**config.mk**
```make
export PLATFORM = sky130hd
export DESIGN_NAME = vih_ctrl
export DESIGN_NICKNAME = d
export VERILOG_FILES = /design/src/vih_edge_det.v /design/src/vih_prio_enc.v /design/src/vih_ctrl.v
export VERILOG_INCLUDE_DIRS = /design/src
export SDC_FILE = /design/constraint.sdc
export NUM_CORES = 1
export LEC_CHECK = 0
export BUFFER_PORTS_ARGS = -buffer_cell sky130_fd_sc_hd__buf_2
export CORE_ASPECT_RATIO = 0.5
export CORE_UTILIZATION = 58
export CTS_BUF_LIST = sky130_fd_sc_hd__clkbuf_2
export DETAILED_ROUTE_END_ITERATION = 10
export GPL_TIMING_DRIVEN = 0
export PLACE_DENSITY = 0.9
export SLEW_MARGIN = 10
export SYNTH_ARGS = -nofsm -noshare
export SYNTH_HDL_FRONTEND = slang
export SYNTH_SLANG_ARGS = --single-unit
```
**constraint.sdc**
```tcl
create_clock -name clk_sys -period 3.3 [get_ports clk_sys]
set_input_delay 0.33 -clock clk_sys [delete_from_list [all_inputs] [get_ports clk_sys]]
set_output_delay 0.33 -clock clk_sys [all_outputs]
set_load 0.02 [all_outputs]
```
**src/vih_map.vh**
```
// Register map, field positions, reset values and vector figures
// Assumes inclusion by bare name from the design files of this block
`ifndef VIH_MAP_VH
`define VIH_MAP_VH
// ==========================================================
// Register offsets (8-bit address space)
`define VIH_REQ_REG_ADDR    8'hfa
`define VIH_MASK_REG_ADDR   8'hfb
`define VIH_PRIO_REG_ADDR   8'hf9
`define VIH_PORT3_MODE_ADDR 8'hf7
`define VIH_PIN_STATE_ADDR  8'hf6
// ==========================================================
// Field positions
`define VIH_EDGE_REQ0_BIT   6
`define VIH_EDGE_REQ2_BIT   7
`define VIH_MASK_GLOBAL_BIT 7
`define VIH_P3M_ANALOG_BIT  1
// ==========================================================
// Reset values, source count and vector step
`define VIH_REQ_RESET       8'h00
`define VIH_MASK_RESET      8'h00
`define VIH_PRIO_RESET      8'h00
`define VIH_P3M_RESET       8'h00
`define VIH_NUM_SRC         6
`define VIH_VEC_STEP        16'h0002
`endif

```
**src/vih_edge_det.v**
```verilog
// One request edge detector with programmable rising and falling sense
// Assumes the input is synchronous to clk_sys
`timescale 1ns/100ps
module vih_edge_det (
  input  wire clk_sys,
  input  wire rst_sync_n,
  input  wire sig_in,
  input  wire sense_rise,
  input  wire sense_fall,
  output wire edge_hit
);
  reg sig_prev;
  always @(posedge clk_sys or negedge rst_sync_n) begin
    if (!rst_sync_n) begin
      sig_prev <= 1'b1;
    end else begin
      sig_prev <= sig_in;
    end
  end
  assign edge_hit = (sense_rise & sig_in & ~sig_prev) | (sense_fall & ~sig_in & sig_prev);
endmodule

```
**src/vih_prio_enc.v**
```verilog
// Programmable priority encoder over six pending requests
// Assumes a one-hot-free request vector; answers combinationally
`timescale 1ns/100ps
module vih_prio_enc (
  input  wire [5:0] pend,
  input  wire [2:0] prio_sel,
  output reg        any_hit,
  output reg  [2:0] winner
);
  // ==========================================================
  // Priority order: prio_sel rotates the start point of the search
  integer k;
  reg [2:0] idx;
  reg [3:0] sum;
  reg [3:0] rem;
  always @* begin
    any_hit = 1'b0;
    winner  = 3'd0;
    idx     = 3'd0;
    sum     = 4'd0;
    rem     = 4'd0;
    for (k = 5; k >= 0; k = k - 1) begin
      // Four bits so start plus index cannot wrap before the modulo
      sum = {1'b0, k[2:0]} + {1'b0, prio_sel};
      rem = sum % 4'd6;
      idx = rem[2:0];
      if (pend[idx]) begin
        any_hit = 1'b1;
        winner  = idx;
      end
    end
  end
endmodule

```
**src/vih_ctrl.v**
```verilog
// Vectored interrupt controller with halt wake-up
// Assumes a core sequencer that handshakes vector fetches, and synchronous pins
//
// The plain strobed port was decided locally.
`timescale 1ns/100ps
`include "vih_map.vh"
// Operation
// - Six requests, individually and globally maskable
// - Port3 mode bit 1 picks request one
// - Request zero from port3_2, vector 0,1
// - Request one falling edge, vector 2,3
// - Request two from port3_1, vector 4,5
// - Timers and low voltage use 6..11
// - Priority register steers pending selection
// - Grant disables interrupts, saves context
// - Fetch 16-bit service address, then branch
// - Pending register stays readable while masked
// - Analog comparators raise requests two, zero
// - Request register D7 D6 select edges
// - Edge pin levels readable by software
// - Halt stops cpu clock, sources live
// - Halt ends only on taken interrupt
module vih_ctrl (
  input  wire        clk_sys,
  input  wire        rst_n,
  input  wire [7:0]  reg_addr,
  input  wire [7:0]  reg_wdata,
  input  wire        reg_wr,
  input  wire        reg_rd,
  output reg  [7:0]  reg_rdata,
  input  wire        port3_1,
  input  wire        port3_2,
  input  wire        port3_3,
  input  wire        stop_recovery_out,
  input  wire        analog_in_one,
  input  wire        analog_in_two,
  input  wire        wide_timer,
  input  wire        narrow_timer,
  input  wire        low_voltage_detect,
  input  wire        halt_req,
  input  wire        iret_done,
  input  wire        ack_step,
  input  wire [7:0]  prog_data,
  output reg  [15:0] prog_addr,
  output reg         prog_rd,
  output reg         save_ctx,
  output reg         branch_go,
  output reg  [15:0] branch_addr,
  output reg         cpu_clk_en,
  output reg         int_active
);
  // ==========================================================
  // Reset release
  // Every flop leaves reset on the same edge, whatever the phase of rst_n
  reg rst_meta;
  reg rst_sync_n;
  always @(posedge clk_sys or negedge rst_n) begin
    if (!rst_n) begin
      rst_meta   <= 1'b0;
      rst_sync_n <= 1'b0;
    end else begin
      rst_meta   <= 1'b1;
      rst_sync_n <= rst_meta;
    end
  end

  // ==========================================================
  // Registers
  reg [7:0] req_reg;
  reg [7:0] mask_reg;
  reg [7:0] prio_reg;
  reg [7:0] port3_mode_reg;
  reg       glob_en;

  // ==========================================================
  // Request sources
  // Pins are taken as synchronous; no glitch filter in front of the detectors
  wire src1;
  wire req2_src;
  wire req0_src;
  wire [5:0] hit;
  assign src1 = port3_mode_reg[`VIH_P3M_ANALOG_BIT] ? stop_recovery_out : port3_3;
  // Comparator events fold onto the shared edge requests
  assign req2_src = port3_1 & analog_in_one;
  assign req0_src = port3_2 & analog_in_two;

  wire [1:0] esel;
  wire       rise0;
  wire       fall0;
  wire       rise2;
  wire       fall2;
  assign esel = req_reg[`VIH_EDGE_REQ2_BIT:`VIH_EDGE_REQ0_BIT];
  // Request zero follows D6 for rising, request two follows D7
  assign rise0 = esel[0];
  assign fall0 = ~esel[0] | esel[1];
  assign rise2 = esel[1];
  assign fall2 = ~esel[1] | esel[0];

  // Edge sense per request: 00 FF, 01 F/R, 10 R/F, 11 both
  vih_edge_det u_edge0 (
    .clk_sys    (clk_sys),
    .rst_sync_n (rst_sync_n),
    .sig_in     (req0_src),
    .sense_rise (rise0),
    .sense_fall (fall0),
    .edge_hit   (hit[0])
  );
  vih_edge_det u_edge1 (
    .clk_sys    (clk_sys),
    .rst_sync_n (rst_sync_n),
    .sig_in     (src1),
    .sense_rise (1'b0),
    .sense_fall (1'b1),
    .edge_hit   (hit[1])
  );
  vih_edge_det u_edge2 (
    .clk_sys    (clk_sys),
    .rst_sync_n (rst_sync_n),
    .sig_in     (req2_src),
    .sense_rise (rise2),
    .sense_fall (fall2),
    .edge_hit   (hit[2])
  );
  // Timer and detector requests are one-cycle pulses from their blocks
  assign hit[3] = wide_timer;
  assign hit[4] = narrow_timer;
  assign hit[5] = low_voltage_detect;

  // ==========================================================
  // Arbitration
  // A flag counts only with its own mask bit, bit 7 and no service running
  wire [5:0] eligible;
  wire       any_hit;
  wire [2:0] winner;
  assign eligible = req_reg[5:0] & mask_reg[5:0] & {6{mask_reg[`VIH_MASK_GLOBAL_BIT] & glob_en}};
  vih_prio_enc u_prio (
    .pend     (eligible),
    .prio_sel (prio_reg[2:0]),
    .any_hit  (any_hit),
    .winner   (winner)
  );

  // ==========================================================
  // Interrupt machine cycle
  localparam ST_RUN   = 6'b000001;
  localparam ST_SAVE  = 6'b000010;
  localparam ST_HI    = 6'b000100;
  localparam ST_LO    = 6'b001000;
  localparam ST_JUMP  = 6'b010000;
  localparam ST_HALT  = 6'b100000;
  reg [5:0]  state;
  reg [5:0]  next_state;
  reg [2:0]  serve_id;
  reg [7:0]  vec_hi;
  reg [5:0]  clr_mask;
  wire [15:0] vec_base;
  assign vec_base = {12'h000, serve_id, 1'b0};

  // Step strobes of the machine cycle; save, high and low steps are gated by the core's handshake, grant and halt entry are not
  wire grant;
  wire halt_enter;
  wire save_step;
  wire hi_step;
  wire lo_step;
  assign grant      = (state == ST_RUN || state == ST_HALT) && any_hit;
  assign halt_enter = (state == ST_RUN) && halt_req && !any_hit;
  assign save_step  = (state == ST_SAVE) && ack_step;
  assign hi_step    = (state == ST_HI) && ack_step;
  assign lo_step    = (state == ST_LO) && ack_step;

  always @* begin
    next_state = state;
    case (state)
      ST_RUN:  begin
        if (any_hit) next_state = ST_SAVE;
        else if (halt_req) next_state = ST_HALT;
      end
      ST_HALT: begin
        if (any_hit) next_state = ST_SAVE;
      end
      ST_SAVE: begin
        if (ack_step) next_state = ST_HI;
      end
      ST_HI:   begin
        if (ack_step) next_state = ST_LO;
      end
      ST_LO:   begin
        if (ack_step) next_state = ST_JUMP;
      end
      ST_JUMP: next_state = ST_RUN;
      default: next_state = ST_RUN;
    endcase
  end

  // Only the served flag drops; the others wait their turn
  always @* begin
    clr_mask = 6'h00;
    if (state == ST_HI && ack_step) clr_mask[serve_id] = 1'b1;
  end

  // ==========================================================
  // State register
  always @(posedge clk_sys or negedge rst_sync_n) begin
    if (!rst_sync_n) begin
      state <= ST_RUN;
    end else begin
      state <= next_state;
    end
  end

  // ==========================================================
  // Grant: everything stays masked until the routine returns
  always @(posedge clk_sys or negedge rst_sync_n) begin
    if (!rst_sync_n) begin
      serve_id   <= 3'd0;
      glob_en    <= 1'b1;
      int_active <= 1'b0;
      save_ctx   <= 1'b0;
    end else begin
      save_ctx <= grant;
      if (grant) begin
        serve_id   <= winner;
        glob_en    <= 1'b0;
        int_active <= 1'b1;
      end else if (iret_done) begin
        glob_en    <= 1'b1;
        int_active <= 1'b0;
      end
    end
  end

  // ==========================================================
  // CPU clock gate
  // Only a taken request reopens the clock; a masked one leaves the core asleep
  always @(posedge clk_sys or negedge rst_sync_n) begin
    if (!rst_sync_n) begin
      cpu_clk_en <= 1'b1;
    end else if (grant) begin
      cpu_clk_en <= 1'b1;
    end else if (halt_enter) begin
      cpu_clk_en <= 1'b0;
    end
  end

  // ==========================================================
  // Vector fetch: even byte first, it is the high half
  always @(posedge clk_sys or negedge rst_sync_n) begin
    if (!rst_sync_n) begin
      prog_addr <= 16'h0000;
      prog_rd   <= 1'b0;
      vec_hi    <= 8'h00;
    end else begin
      prog_rd <= save_step | hi_step;
      if (save_step) begin
        prog_addr <= vec_base;
      end
      if (hi_step) begin
        vec_hi    <= prog_data;
        prog_addr <= vec_base + `VIH_VEC_STEP / 2;
      end
    end
  end

  // ==========================================================
  // Branch to the service routine; the address holds until the next branch
  always @(posedge clk_sys or negedge rst_sync_n) begin
    if (!rst_sync_n) begin
      branch_go   <= 1'b0;
      branch_addr <= 16'h0000;
    end else begin
      branch_go <= lo_step;
      if (lo_step) begin
        branch_addr <= {vec_hi, prog_data};
      end
    end
  end

  // ==========================================================
  // Register writes; hardware set wins over software clear
  wire wr_req;
  wire wr_mask;
  wire wr_prio;
  wire wr_p3m;
  assign wr_req  = reg_wr && (reg_addr == `VIH_REQ_REG_ADDR);
  assign wr_mask = reg_wr && (reg_addr == `VIH_MASK_REG_ADDR);
  assign wr_prio = reg_wr && (reg_addr == `VIH_PRIO_REG_ADDR);
  assign wr_p3m  = reg_wr && (reg_addr == `VIH_PORT3_MODE_ADDR);

  // A request arriving during a software write still lands
  always @(posedge clk_sys or negedge rst_sync_n) begin
    if (!rst_sync_n) begin
      req_reg <= `VIH_REQ_RESET;
    end else if (wr_req) begin
      req_reg <= {reg_wdata[7:6], (reg_wdata[5:0] & ~clr_mask) | hit};
    end else begin
      req_reg[5:0] <= (req_reg[5:0] & ~clr_mask) | hit;
    end
  end

  always @(posedge clk_sys or negedge rst_sync_n) begin
    if (!rst_sync_n) begin
      mask_reg <= `VIH_MASK_RESET;
    end else if (wr_mask) begin
      mask_reg <= reg_wdata;
    end
  end

  always @(posedge clk_sys or negedge rst_sync_n) begin
    if (!rst_sync_n) begin
      prio_reg <= `VIH_PRIO_RESET;
    end else if (wr_prio) begin
      prio_reg <= {5'h00, reg_wdata[2:0]};
    end
  end

  always @(posedge clk_sys or negedge rst_sync_n) begin
    if (!rst_sync_n) begin
      port3_mode_reg <= `VIH_P3M_RESET;
    end else if (wr_p3m) begin
      port3_mode_reg <= reg_wdata;
    end
  end

  // ==========================================================
  // Reads: data stands in the cycle after the strobe, zero otherwise
  reg [7:0] next_rdata;
  always @* begin
    next_rdata = 8'h00;
    if (reg_rd) begin
      case (reg_addr)
        `VIH_REQ_REG_ADDR:    next_rdata = req_reg;
        `VIH_MASK_REG_ADDR:   next_rdata = mask_reg;
        `VIH_PRIO_REG_ADDR:   next_rdata = prio_reg;
        `VIH_PORT3_MODE_ADDR: next_rdata = port3_mode_reg;
        `VIH_PIN_STATE_ADDR:  next_rdata = {5'h00, port3_3, port3_2, port3_1};
        default:              next_rdata = 8'h00;
      endcase
    end
  end

  always @(posedge clk_sys or negedge rst_sync_n) begin
    if (!rst_sync_n) begin
      reg_rdata <= 8'h00;
    end else begin
      reg_rdata <= next_rdata;
    end
  end
endmodule

```
# Yosys cells after proc, flatten, opt, wreduce, memory -nomap -nowiden
# Index checks and enable logic that the tools add are counted.
# W data, S select, Z words.
# word_totals
ff_bits,95
in_bits,40
output_inout_bits,45
# op_classes
add_sub_neg,6
n_div,6
magnitude_cmp,8
n_eq_ne,15
n_mux,46
n_bitwise,31
reduce_logical,17
# ops
cell,n
$mux W6,8
$eq A8 B8 Y1 const B,5
$pmux W8 S5,1
$mux W16,2
$pmux W6 S5,1
$lt A3 B4 Y1 const B,7
$and A6 B6 Y6,4
$mod A4 B3 Y4 const B,5
$mux W1,20
$bmux W1 S3,6
$mux W3,6
$and A1 B1 Y1,12
$or A6 B6 Y6,2
$logic_and A1 B1 Y1,11
$add A2 B3 Y4 const A,2
$add A3 B3 Y4 const A,2
$mux W8,1
$ne A2 B2 Y1 const B,4
$not A1 Y1,7
$eq A6 B1 Y1 const B,1
$eq A6 B2 Y1 const B,1
$eq A6 B3 Y1 const B,1
$eq A6 B4 Y1 const B,1
$eq A6 B6 Y1 const B,1
12 further kinds,18

# Logic depth before layout (Yosys ltp)
# Gate-level depths: netlist of run 1.
# logic_depth
word_depth,14
depth_mapped,13
mapped_depth_nobuf,11

# By module
# Synthesis of run 1 repeated with hierarchy kept, for this count alone.
# unflattened
hier_cells,436
area_unflattened_um2,4800.9
# modules_own_cells
mod,instances,cells_per_inst,area_per_inst_um2,seq_area_each_um2
vih_ctrl,1,288,3677.3,2005.7
vih_prio_enc,1,136,984.7,0.0
vih_edge_det,3,4,46.3,26.3

# Worst setup path before layout of run 1
# Ideal clock, no wire load.
# synth_path
kind,reg2reg
from,reg prio_reg[0]
to,reg serve_id[1]
setup_ns,0.064
t_arrival_ns,3.083
required_ns,3.236
slack_ns,0.153
path_stages_with_launch,12
n_path_buf,1
period_less_slack_ns,3.147
cell_sequence,dfrtp_1 > buf_2 > inv_1 > ha_1 > and3_1 > mux2i_1 > mux2_4 > a32o_1 > or4_1 > o311a_1 > o31ai_2 > mux2_4
# synth_via
elab_chain_cells,11
# synth_lines
element,line,source
"start, declared",vih_ctrl.v:71,reg [7:0] prio_reg;
"start signal, assigned",vih_ctrl.v:310,prio_reg <= `VIH_PRIO_RESET;
"start signal, assigned",vih_ctrl.v:312,"prio_reg <= {5'h00, reg_wdata[2:0]};"
$add A3 B3 Y4,vih_prio_enc.v:24,"sum = {1'b0, k[2:0]} + {1'b0, prio_sel};"
$mod A4 B3 Y4,vih_prio_enc.v:25,rem = sum % 4'd6;
$bmux W1 S3,vih_prio_enc.v:27,if (pend[idx]) begin
$mux W1 (not written as such),vih_prio_enc.v:27,
$mux W1 (6 in a row),vih_prio_enc.v:27,
$logic_and A1 B1 Y1,vih_ctrl.v:165,assign grant = (state == ST_RUN || state == ST_HALT) && any_hit;
"end signal, assigned",vih_ctrl.v:222,serve_id <= winner;
"end, declared",vih_ctrl.v:153,reg [2:0] serve_id;
# Several ways; a longest one is shown, not always the timed one. The select of a mux whose other input is x is not followed.
# A chain may end at the register's enable or synchronous reset.

# Final worst setup path of run 1
# layout_path
from,reg prio_reg[1]
to,reg serve_id[1]
# layout_via
elab_chain_cells,11
# layout_lines
element,line,source
$add A3 B3 Y4,vih_prio_enc.v:24,
$mod A4 B3 Y4,vih_prio_enc.v:25,
$bmux W1 S3,vih_prio_enc.v:27,
$mux W1 (not written as such),vih_prio_enc.v:27,
$mux W1 (5 in a row),vih_prio_enc.v:27,
$mux W1 (*),vih_prio_enc.v:27,
$logic_and A1 B1 Y1 (*),vih_ctrl.v:165,
net grant,vih_ctrl.v:160,wire grant;
# Mark *: on every way through the listed nets, which the timed path passes. The rest lies on a longest branch. The select of a mux whose other input is x is not followed.

==> results of run 1 <==
[layer usage]
layer | up-vias | global-route usage
li1 | 1868 | -
met1 | 1955 | 0.382
met2 | 186 | 0.486
met3 | 28 | 0.0660
met4 | 0 | 0.0941
met5 | - | 0
[cells in the final DEF (no fill, tap or decap), drive strengths merged, types with 7 or more instances in the layout]
cell type,count
ha,11
a21oi,19
o21ai,21
mux2,42
dfrtp,77
a31oi,7
buf,97
nand3,21
nand2,55
and3,8
clkbuf,24
mux2i,9
dlygate4sd3,21
inv,15
conb,13
nor2,22
nand3b,9
nor3,10
[layout make-up]
| cell class | instances | area (um2) | area share |
|---|---|---|---|
| Clock buffer | 9 | 45.0 | 0.00797 |
| Timing Repair Buffer | 100 | 659 | 0.117 |
| Sequential cell | 83 | 2090 | 0.370 |
| Buffer | 33 | 195 | 0.0345 |
| Clock inverter | 7 | 50.0 | 0.00886 |
| Tap cell | 108 | 135 | 0.0239 |
| Multi-Input combinational cell | 339 | 2420 | 0.428 |
| Inverter | 13 | 52.6 | 0.00930 |
[power by group]
group / switching [mW] / internal, mW
clock network: 0.373 / 0.103
registers: 0.0333 / 1.07
logic: 0.246 / 0.180
[worst max-delay path: stages, from the launching register on]
cell	delay, ps
dfrtp_2	480
clkinvlp_4	200
ha_1	360
a21oi_4	270
nor2_1	100
o32ai_2	350
mux2_2	380
a31o_2	270
nand3b_4	190
nand3_2	140
inv_2	80
mux2_4	300
[cells in the mapped netlist (3+ instances only)]
cell      number  area (um2)
ha_1          11         138
dfstp_2        6         158
a22oi_1        6        45.0
mux2i_1        9        90.1
o21a_1         3        22.5
nand3_1       20         100
and3b_1        3        26.3
a31oi_1        7        43.8
nand2_1       55         206
a21oi_1       19        95.1
and2_1         6        37.5
o211ai_1       3        22.5
clkbuf_1      14        52.6
mux2_2        40         450
nor3_1        10        50.1
xor2_1         5        43.8
or3_1          3        18.8
buf_2          4        20.0
dfrtp_1       77        1930
nand3b_1       8        60.1
inv_1         12        45.0
a222oi_1       5        50.1
buf_4         12        90.1
nor3b_1        5        37.5
nor2_1        22        82.6
nor4_1         5        31.3
o21ai_0       20         100
and3_1         8        50.1
a21o_1         6        45.0
o21bai_1       3        22.5
nand2b_1       4        25.0
[repair_timing]
item | 4_1_cts | 5_1_grt
endpoints found under the hold margin | 31 | 0
pin swaps | 0 | 2
resized for setup | 10 | 12
setup buffers | 4 | 2
endpoints found under the setup margin | 10 | 4
hold buffers | 21 | 0
[path summary, 6_finish.rpt]
path / slack [ps] / start / cells past startpoint / to
max in group asynchronous: 2350 / rst_sync_n$_DFF_PN0_ / 1 / u_edge0.sig_prev$_DFF_PN1_
worst max-delay path: 100 / prio_reg[1]$_DFFE_PN0P_ / 11 / serve_id[1]$_DFFE_PN0P_
worst min-delay path: 40 / reg_wdata[7] / 2 / mask_reg[7]$_DFFE_PN0P_
min in group asynchronous: 50 / rst_n / 2 / rst_sync_n$_DFF_PN0_
worst min register to register: 290 / rst_sync_n$_DFF_PN0_ / 0 / state[5]$_DFFE_PN0P_
worst max register to register: 100 / prio_reg[1]$_DFFE_PN0P_ / 11 / serve_id[1]$_DFFE_PN0P_
[through the flow]
stage	area, um2	utilization	hold slack, ps	setup TNS (ps)
3_3_place_gp	5170	0.687	116	-528
3_5_place_dp	5200	0.692	117	-1220
5_1_grt	5650	0.752	5.07	-4.34
6_report	5650	0.752	44.7	0
4_1_cts	5590	0.744	0.111	0
2_1_floorplan	4670	-	34.4	0
[cell families after synthesis]
kind of cell             Yosys count  synth area share
AND/OR/NAND/NOR                  166             0.193
AO/OA/AOI/OAI                     89             0.131
flip-flops                        83             0.450
multiplexers                      51             0.123
buffers and inverters             46            0.0513
adder cells (fa/ha/maj)           11            0.0297
XOR/XNOR                           9            0.0203
other                              2           0.00162
==> results.ini, run 1 <==
[synthesis]
synthArstFlopShare = 1.00
synth.avg_cell_area_um2 = 10.1
yosysSeqAreaShare = 0.450
ys_types = 68
synthCells = 457
synth-seq-cells = 83
synthFlopType = dfrtp_1
synth-edff-count = 0
ys_warn_count = 0
synth_area_um2 = 4630

[critical_path]
cp_max_fo = 9
crit_required_ps = 3780
critPathKind = reg2reg
setup.worst_path.start_class = flop
worst_ep_arrival_time_ps = 3680
crit_path_end_kind = flop

[final_layout]
final_layout_size_suffix_gt1_frac = 0.320
regMostFlops = branch_addr
largest_reg_flops = 16
num-fill-cells = 480
n_antenna_cell = 0
nets = 630
area_growth_pct = 22.1
final_cells = 692

[detailed_routing]
route.detailed.drc = 0
route.met3.wl_um = 871
via_per_inst = 5.83
dr.pass1.iters = 5
met2WireLength_mm = 5.59
wl_mm = 11.5
vias = 4037
route.detailed.wl_per_inst_um = 16.7
top_layer_used = met4
drt_first_iter_violations = 427
wl_met1_mm = 4.88
antenna_left = 0

[timing]
fin_ws_ps = 99.3
finalHoldViolCount = 0
fmaxAchievable_mhz = 312
setup_violations = 0
fin_skew_ps = 24.0
max-slew-margin-rel = 0.279
slew_viol_final = 0
fin_crit_ps = 3200
worst_pin_slew_ps = 1070
post-route-period-util = 0.970

[floorplan]
die_h_um = 65.2
dieWidth_um = 128
ios = 85
fp.dieArea_um2 = 8360
rows = 22
core_um2 = 7510
start_util = 0.616

[placed_design]
post-dp-hpwl_mm = 7.95
port_buffers = 72
dp_slack_ps = -326
place_inst = 649
gp_congestion = 0.957

[grt]
first_global_vias = 3860
grt_start_max_net_pins = 49
grt_overflow = 0
grtUsageTotal = 0.291
grt_first_pass_wirelength_mm = 18.6
antenna_found_initial = 0

[power]
leakage_nw = 2.82
total_power_mw = 2.00
ir_drop_v = 0.000320
powerDensity_nw_per_um2 = 354

[clock_tree]
clockRootBuffer = clkbuf_2
clkSinkCount = 83
cts_tree = done
cts.clk_slew.worst_paths_ps = 240
cts.htree.levels = 3
cts_inserted_buffers = 9
cts_buffer_depth = 2
insertion_delay_ps = 550

[outcome]
status = finished, final reports clean

[job]
drv_cap = 0

[hold_path]
hp-class = in2reg

Note: power is estimated with default switching activity, not from simulation.
==> run 2, diff against run 1 <==
--- a/config.mk
+++ b/config.mk
@@ -12,8 +12,9 @@
 export CTS_BUF_LIST = sky130_fd_sc_hd__clkbuf_2
 export DETAILED_ROUTE_END_ITERATION = 10
 export GPL_TIMING_DRIVEN = 0
-export PLACE_DENSITY = 0.9
+export PLACE_DENSITY = 0.89
 export SLEW_MARGIN = 10
 export SYNTH_ARGS = -nofsm -noshare
 export SYNTH_HDL_FRONTEND = slang
+export SYNTH_HIERARCHICAL = 1
 export SYNTH_SLANG_ARGS = --single-unit
==> run 2 against run 1 <==
Critical path depth up 3. Combinational power up 47%. Sequential share of layout area down 0.75 points. Utilization down 3.2 points. Sequential cell count unchanged. Worst hold slack worse by 9.9 ps. First-iteration DRC count down 22%. Final cell count down 2.3%. Total power up 19%. Clock skew down 2.0 ps. Critical path type unchanged. Largest power group unchanged. Highest routed layer unchanged.
==> results.ini, run 2 <==
[detailed_routing]
route.detailed.drc = 0  ; unchanged
antenna_left = 0  ; unchanged
wl_mm = 10.9  ; -5.5%
vias = 3850  ; -4.6%
dr.pass1.iters = 5  ; unchanged
via_per_inst = 5.70  ; -2.4%
route.detailed.wl_per_inst_um = 16.1  ; -3.3%
drt_first_iter_violations = 333  ; -22%

[final_layout]
n_antenna_cell = 0  ; unchanged
num-fill-cells = 578  ; +20%
regMostFlops = branch_addr
nets = 607  ; -3.7%
final_cell_mix = buf_2 (75), dfrtp_1 (75), mux2_2 (51)
final_layout_size_suffix_gt1_frac = 0.376  ; +0.0557
area_growth_pct = 20.0
largest_reg_flops = 16  ; unchanged

[timing]
fin_skew_ps = 22.1  ; -1.96 ps
post-route-period-util = 0.940  ; -0.0297
finalHoldViolCount = 0  ; unchanged
fmaxAchievable_mhz = 322  ; +3.2%
setup_violations = 0  ; unchanged
worst_pin_slew_ps = 728  ; -343 ps
fin_setup_tns_ps = 0  ; unchanged
slew_viol_final = 0  ; unchanged
max-slew-margin-rel = 0.511  ; +0.232
fin_crit_ps = 3100  ; -98.0 ps

[critical_path]
crit_chain = buf_6, buf_2, inv_1, ha_1, buf_4, nor3_1, and3_1, o21bai_1, nand2_2, nor2_1, nand3b_1, buf_4, o21ai_0, a31oi_1
crit_path_end = state[1]$_DFFE_PN0P_
rr_worst_depth = 14  ; +3
max_stage_delay_ps = 460  ; -20 ps
path_depth = 14  ; +3
cp_top_family = buffers and inverters
r2r_start = prio_reg[0]$_DFFE_PN0P_
crit_required_ps = 3760  ; -20 ps
critPathKind = reg2reg
setup.worst_path.start_class = flop
crit_start = prio_reg[0]$_DFFE_PN0P_
reg2reg_slack_ps = 200  ; +100 ps
r2r_end = state[1]$_DFFE_PN0P_
crit_path_end_kind = flop
worst_ep_arrival_time_ps = 3560  ; -120 ps
path_buf_inv = 5  ; +3
cp_common_cell = buf_4
cp_max_fo = 10  ; +1
critPathSlowestCell = dfrtp_2

[synthesis]
synth-seq-cells = 83  ; unchanged
synth_top_cells_by_count = dfrtp_1 (77), mux2_2 (51), nand2_1 (28)
ys_types = 70  ; +2.9%
synthArstFlopShare = 1.00  ; unchanged
synthMuxAreaShare = 0.181  ; +0.0581
synth_compound_area_frac = 0.137  ; +0.00575
synth_top_family_by_area = multiplexers
synth_largest_area_cell = dfrtp_1
yosysMostFrequentCell = dfrtp_1
yosysSeqAreaShare = 0.434  ; -0.0161
synth_area_leaders = dfrtp_1 (40%), mux2_2 (12%), dfstp_2 (3.3%), mux2_4 (3.1%), a21oi_1 (2.3%)
synth_area_um2 = 4800  ; +3.7%
synth.avg_cell_area_um2 = 11.0  ; +8.7%
synth-edff-count = 0  ; unchanged
ys_warn_count = 6  ; +6
synthFlopType = dfrtp_1
synthCells = 436  ; -4.6%
synth_top_cell_area_share = 0.401  ; -0.0149
synth-adder-area-share = 0.0208  ; -0.00888
synth-simple-area-share = 0.149  ; -0.0439
synth_xor_area_frac = 0.0149  ; -0.00541

[clock_tree]
cts_tree = done
insertion_delay_ps = 560  ; about the same
cts.htree.levels = 3  ; unchanged
cts_inserted_buffers = 9  ; unchanged
cts.clk_slew.worst_paths_ps = 220  ; -20 ps
clkSinkCount = 83  ; unchanged
cts_buffer_depth = 2  ; unchanged
clockRootBuffer = clkbuf_2

[grt]
grtUsageTotal = 0.278  ; -0.0133
grt_first_pass_wirelength_mm = 17.9  ; -3.7%
first_global_vias = 3642  ; -5.6%
grt_start_max_net_pins = 49  ; unchanged
grt_overflow = 0  ; unchanged
antenna_found_initial = 0  ; unchanged

[hold_path]
hp-class = in2reg

[power]
total_power_mw = 2.37  ; +19%
ir_drop_v = 0.000295  ; -7.8%
powerDensity_nw_per_um2 = 412  ; +16%
leakage_nw = 2.79  ; -1.0%

[floorplan]
die_h_um = 66.3  ; +1.8%
ios = 85  ; unchanged
fp.dieArea_um2 = 8670  ; +3.6%
dieWidth_um = 131  ; +1.8%
rows = 23  ; +4.5%
core_um2 = 8000  ; +6.5%
start_util = 0.600  ; -0.0160

[placed_design]
port_buffers = 71  ; -1.4%
gp_congestion = 0.861  ; -10%
post-dp-hpwl_mm = 7.67  ; -3.6%

[job]
drv_cap = 0  ; unchanged

[outcome]
status = finished, final reports clean

run 2: area by class of cell:
type / count / area, um2 / share of cell area
buffer: 29 / 240 / 0.0417
clock buffer: 12 / 60.1 / 0.0104
clock inverter: 4 / 52.6 / 0.00912
inverter: 15 / 56.3 / 0.00977
multi-input combinational: 322 / 2480 / 0.430
sequential: 83 / 2090 / 0.363
tap: 112 / 140 / 0.0243
timing repair buffer: 99 / 643 / 0.112
run 2: per-stage QoR:
stage | setup WS, ps | util | cell area, um2 | std cells | hold slack, ps
global placement | -0.947 | 0.668 | 5350 | 632 | 114
floorplan | 495 | - | 4850 | 449 | 34.4
finish | 197 | 0.720 | 5760 | 676 | 34.7
detailed placement | -7.44 | 0.672 | 5380 | 633 | 118
global route | -2.82 | 0.720 | 5760 | 676 | 1.21
CTS | 76.5 | 0.715 | 5720 | 672 | 5.81
run 2: worst min-delay path by stage:
| stage | start | to | cells after the start |
|---|---|---|---|
| after floorplan | rst_n | rst_meta$_DFF_PN0_ | 0 |
| after global placement | rst_n | rst_meta$_DFF_PN0_ | 1 |
| after detailed placement | rst_n | rst_meta$_DFF_PN0_ | 1 |
| after CTS | reg_wdata[5] | port3_mode_reg[5]$_DFFE_PN0P_ | 2 |
| after global routing | reg_wdata[5] | port3_mode_reg[5]$_DFFE_PN0P_ | 2 |
| final | reg_wdata[5] | port3_mode_reg[5]$_DFFE_PN0P_ | 2 |
run 2: cell families (layout without fill, tap and decap cells):
family,count (synthesis),after routing
simple gates,128,128
buf+inv,44,159
xor+xnor,6,6
other cells,2,15
compound gates,91,91
mux,74,74
flops,83,83
fa+ha+maj,8,8
run 2: where the power goes:
group	leakage, nW	switching [mW]	internal, mW
Clock	0.0761	0.352	0.186
Sequential	1.09	0.0861	1.13
Combinational	1.62	0.332	0.293
Total	2.79	0.770	1.60
run 2: per-layer routing:
layer / GRT usage / vias to the layer above / share of wire
li1: - / 1809 / -
met1: 0.361 / 1857 / 0.45
met2: 0.448 / 160 / 0.47
met3: 0.0607 / 24 / 0.061
met4: 0.125 / 0 / 0.018
met5: 0 / - / 0
run 2: what timing repair did:
action                                  in CTS  in global routing
buffers inserted                             0                  4
hold endpoints to repair                    33                  0
endpoints found under the setup margin       3                  5
hold buffers                                23                  0
gates resized for setup                      1                  2
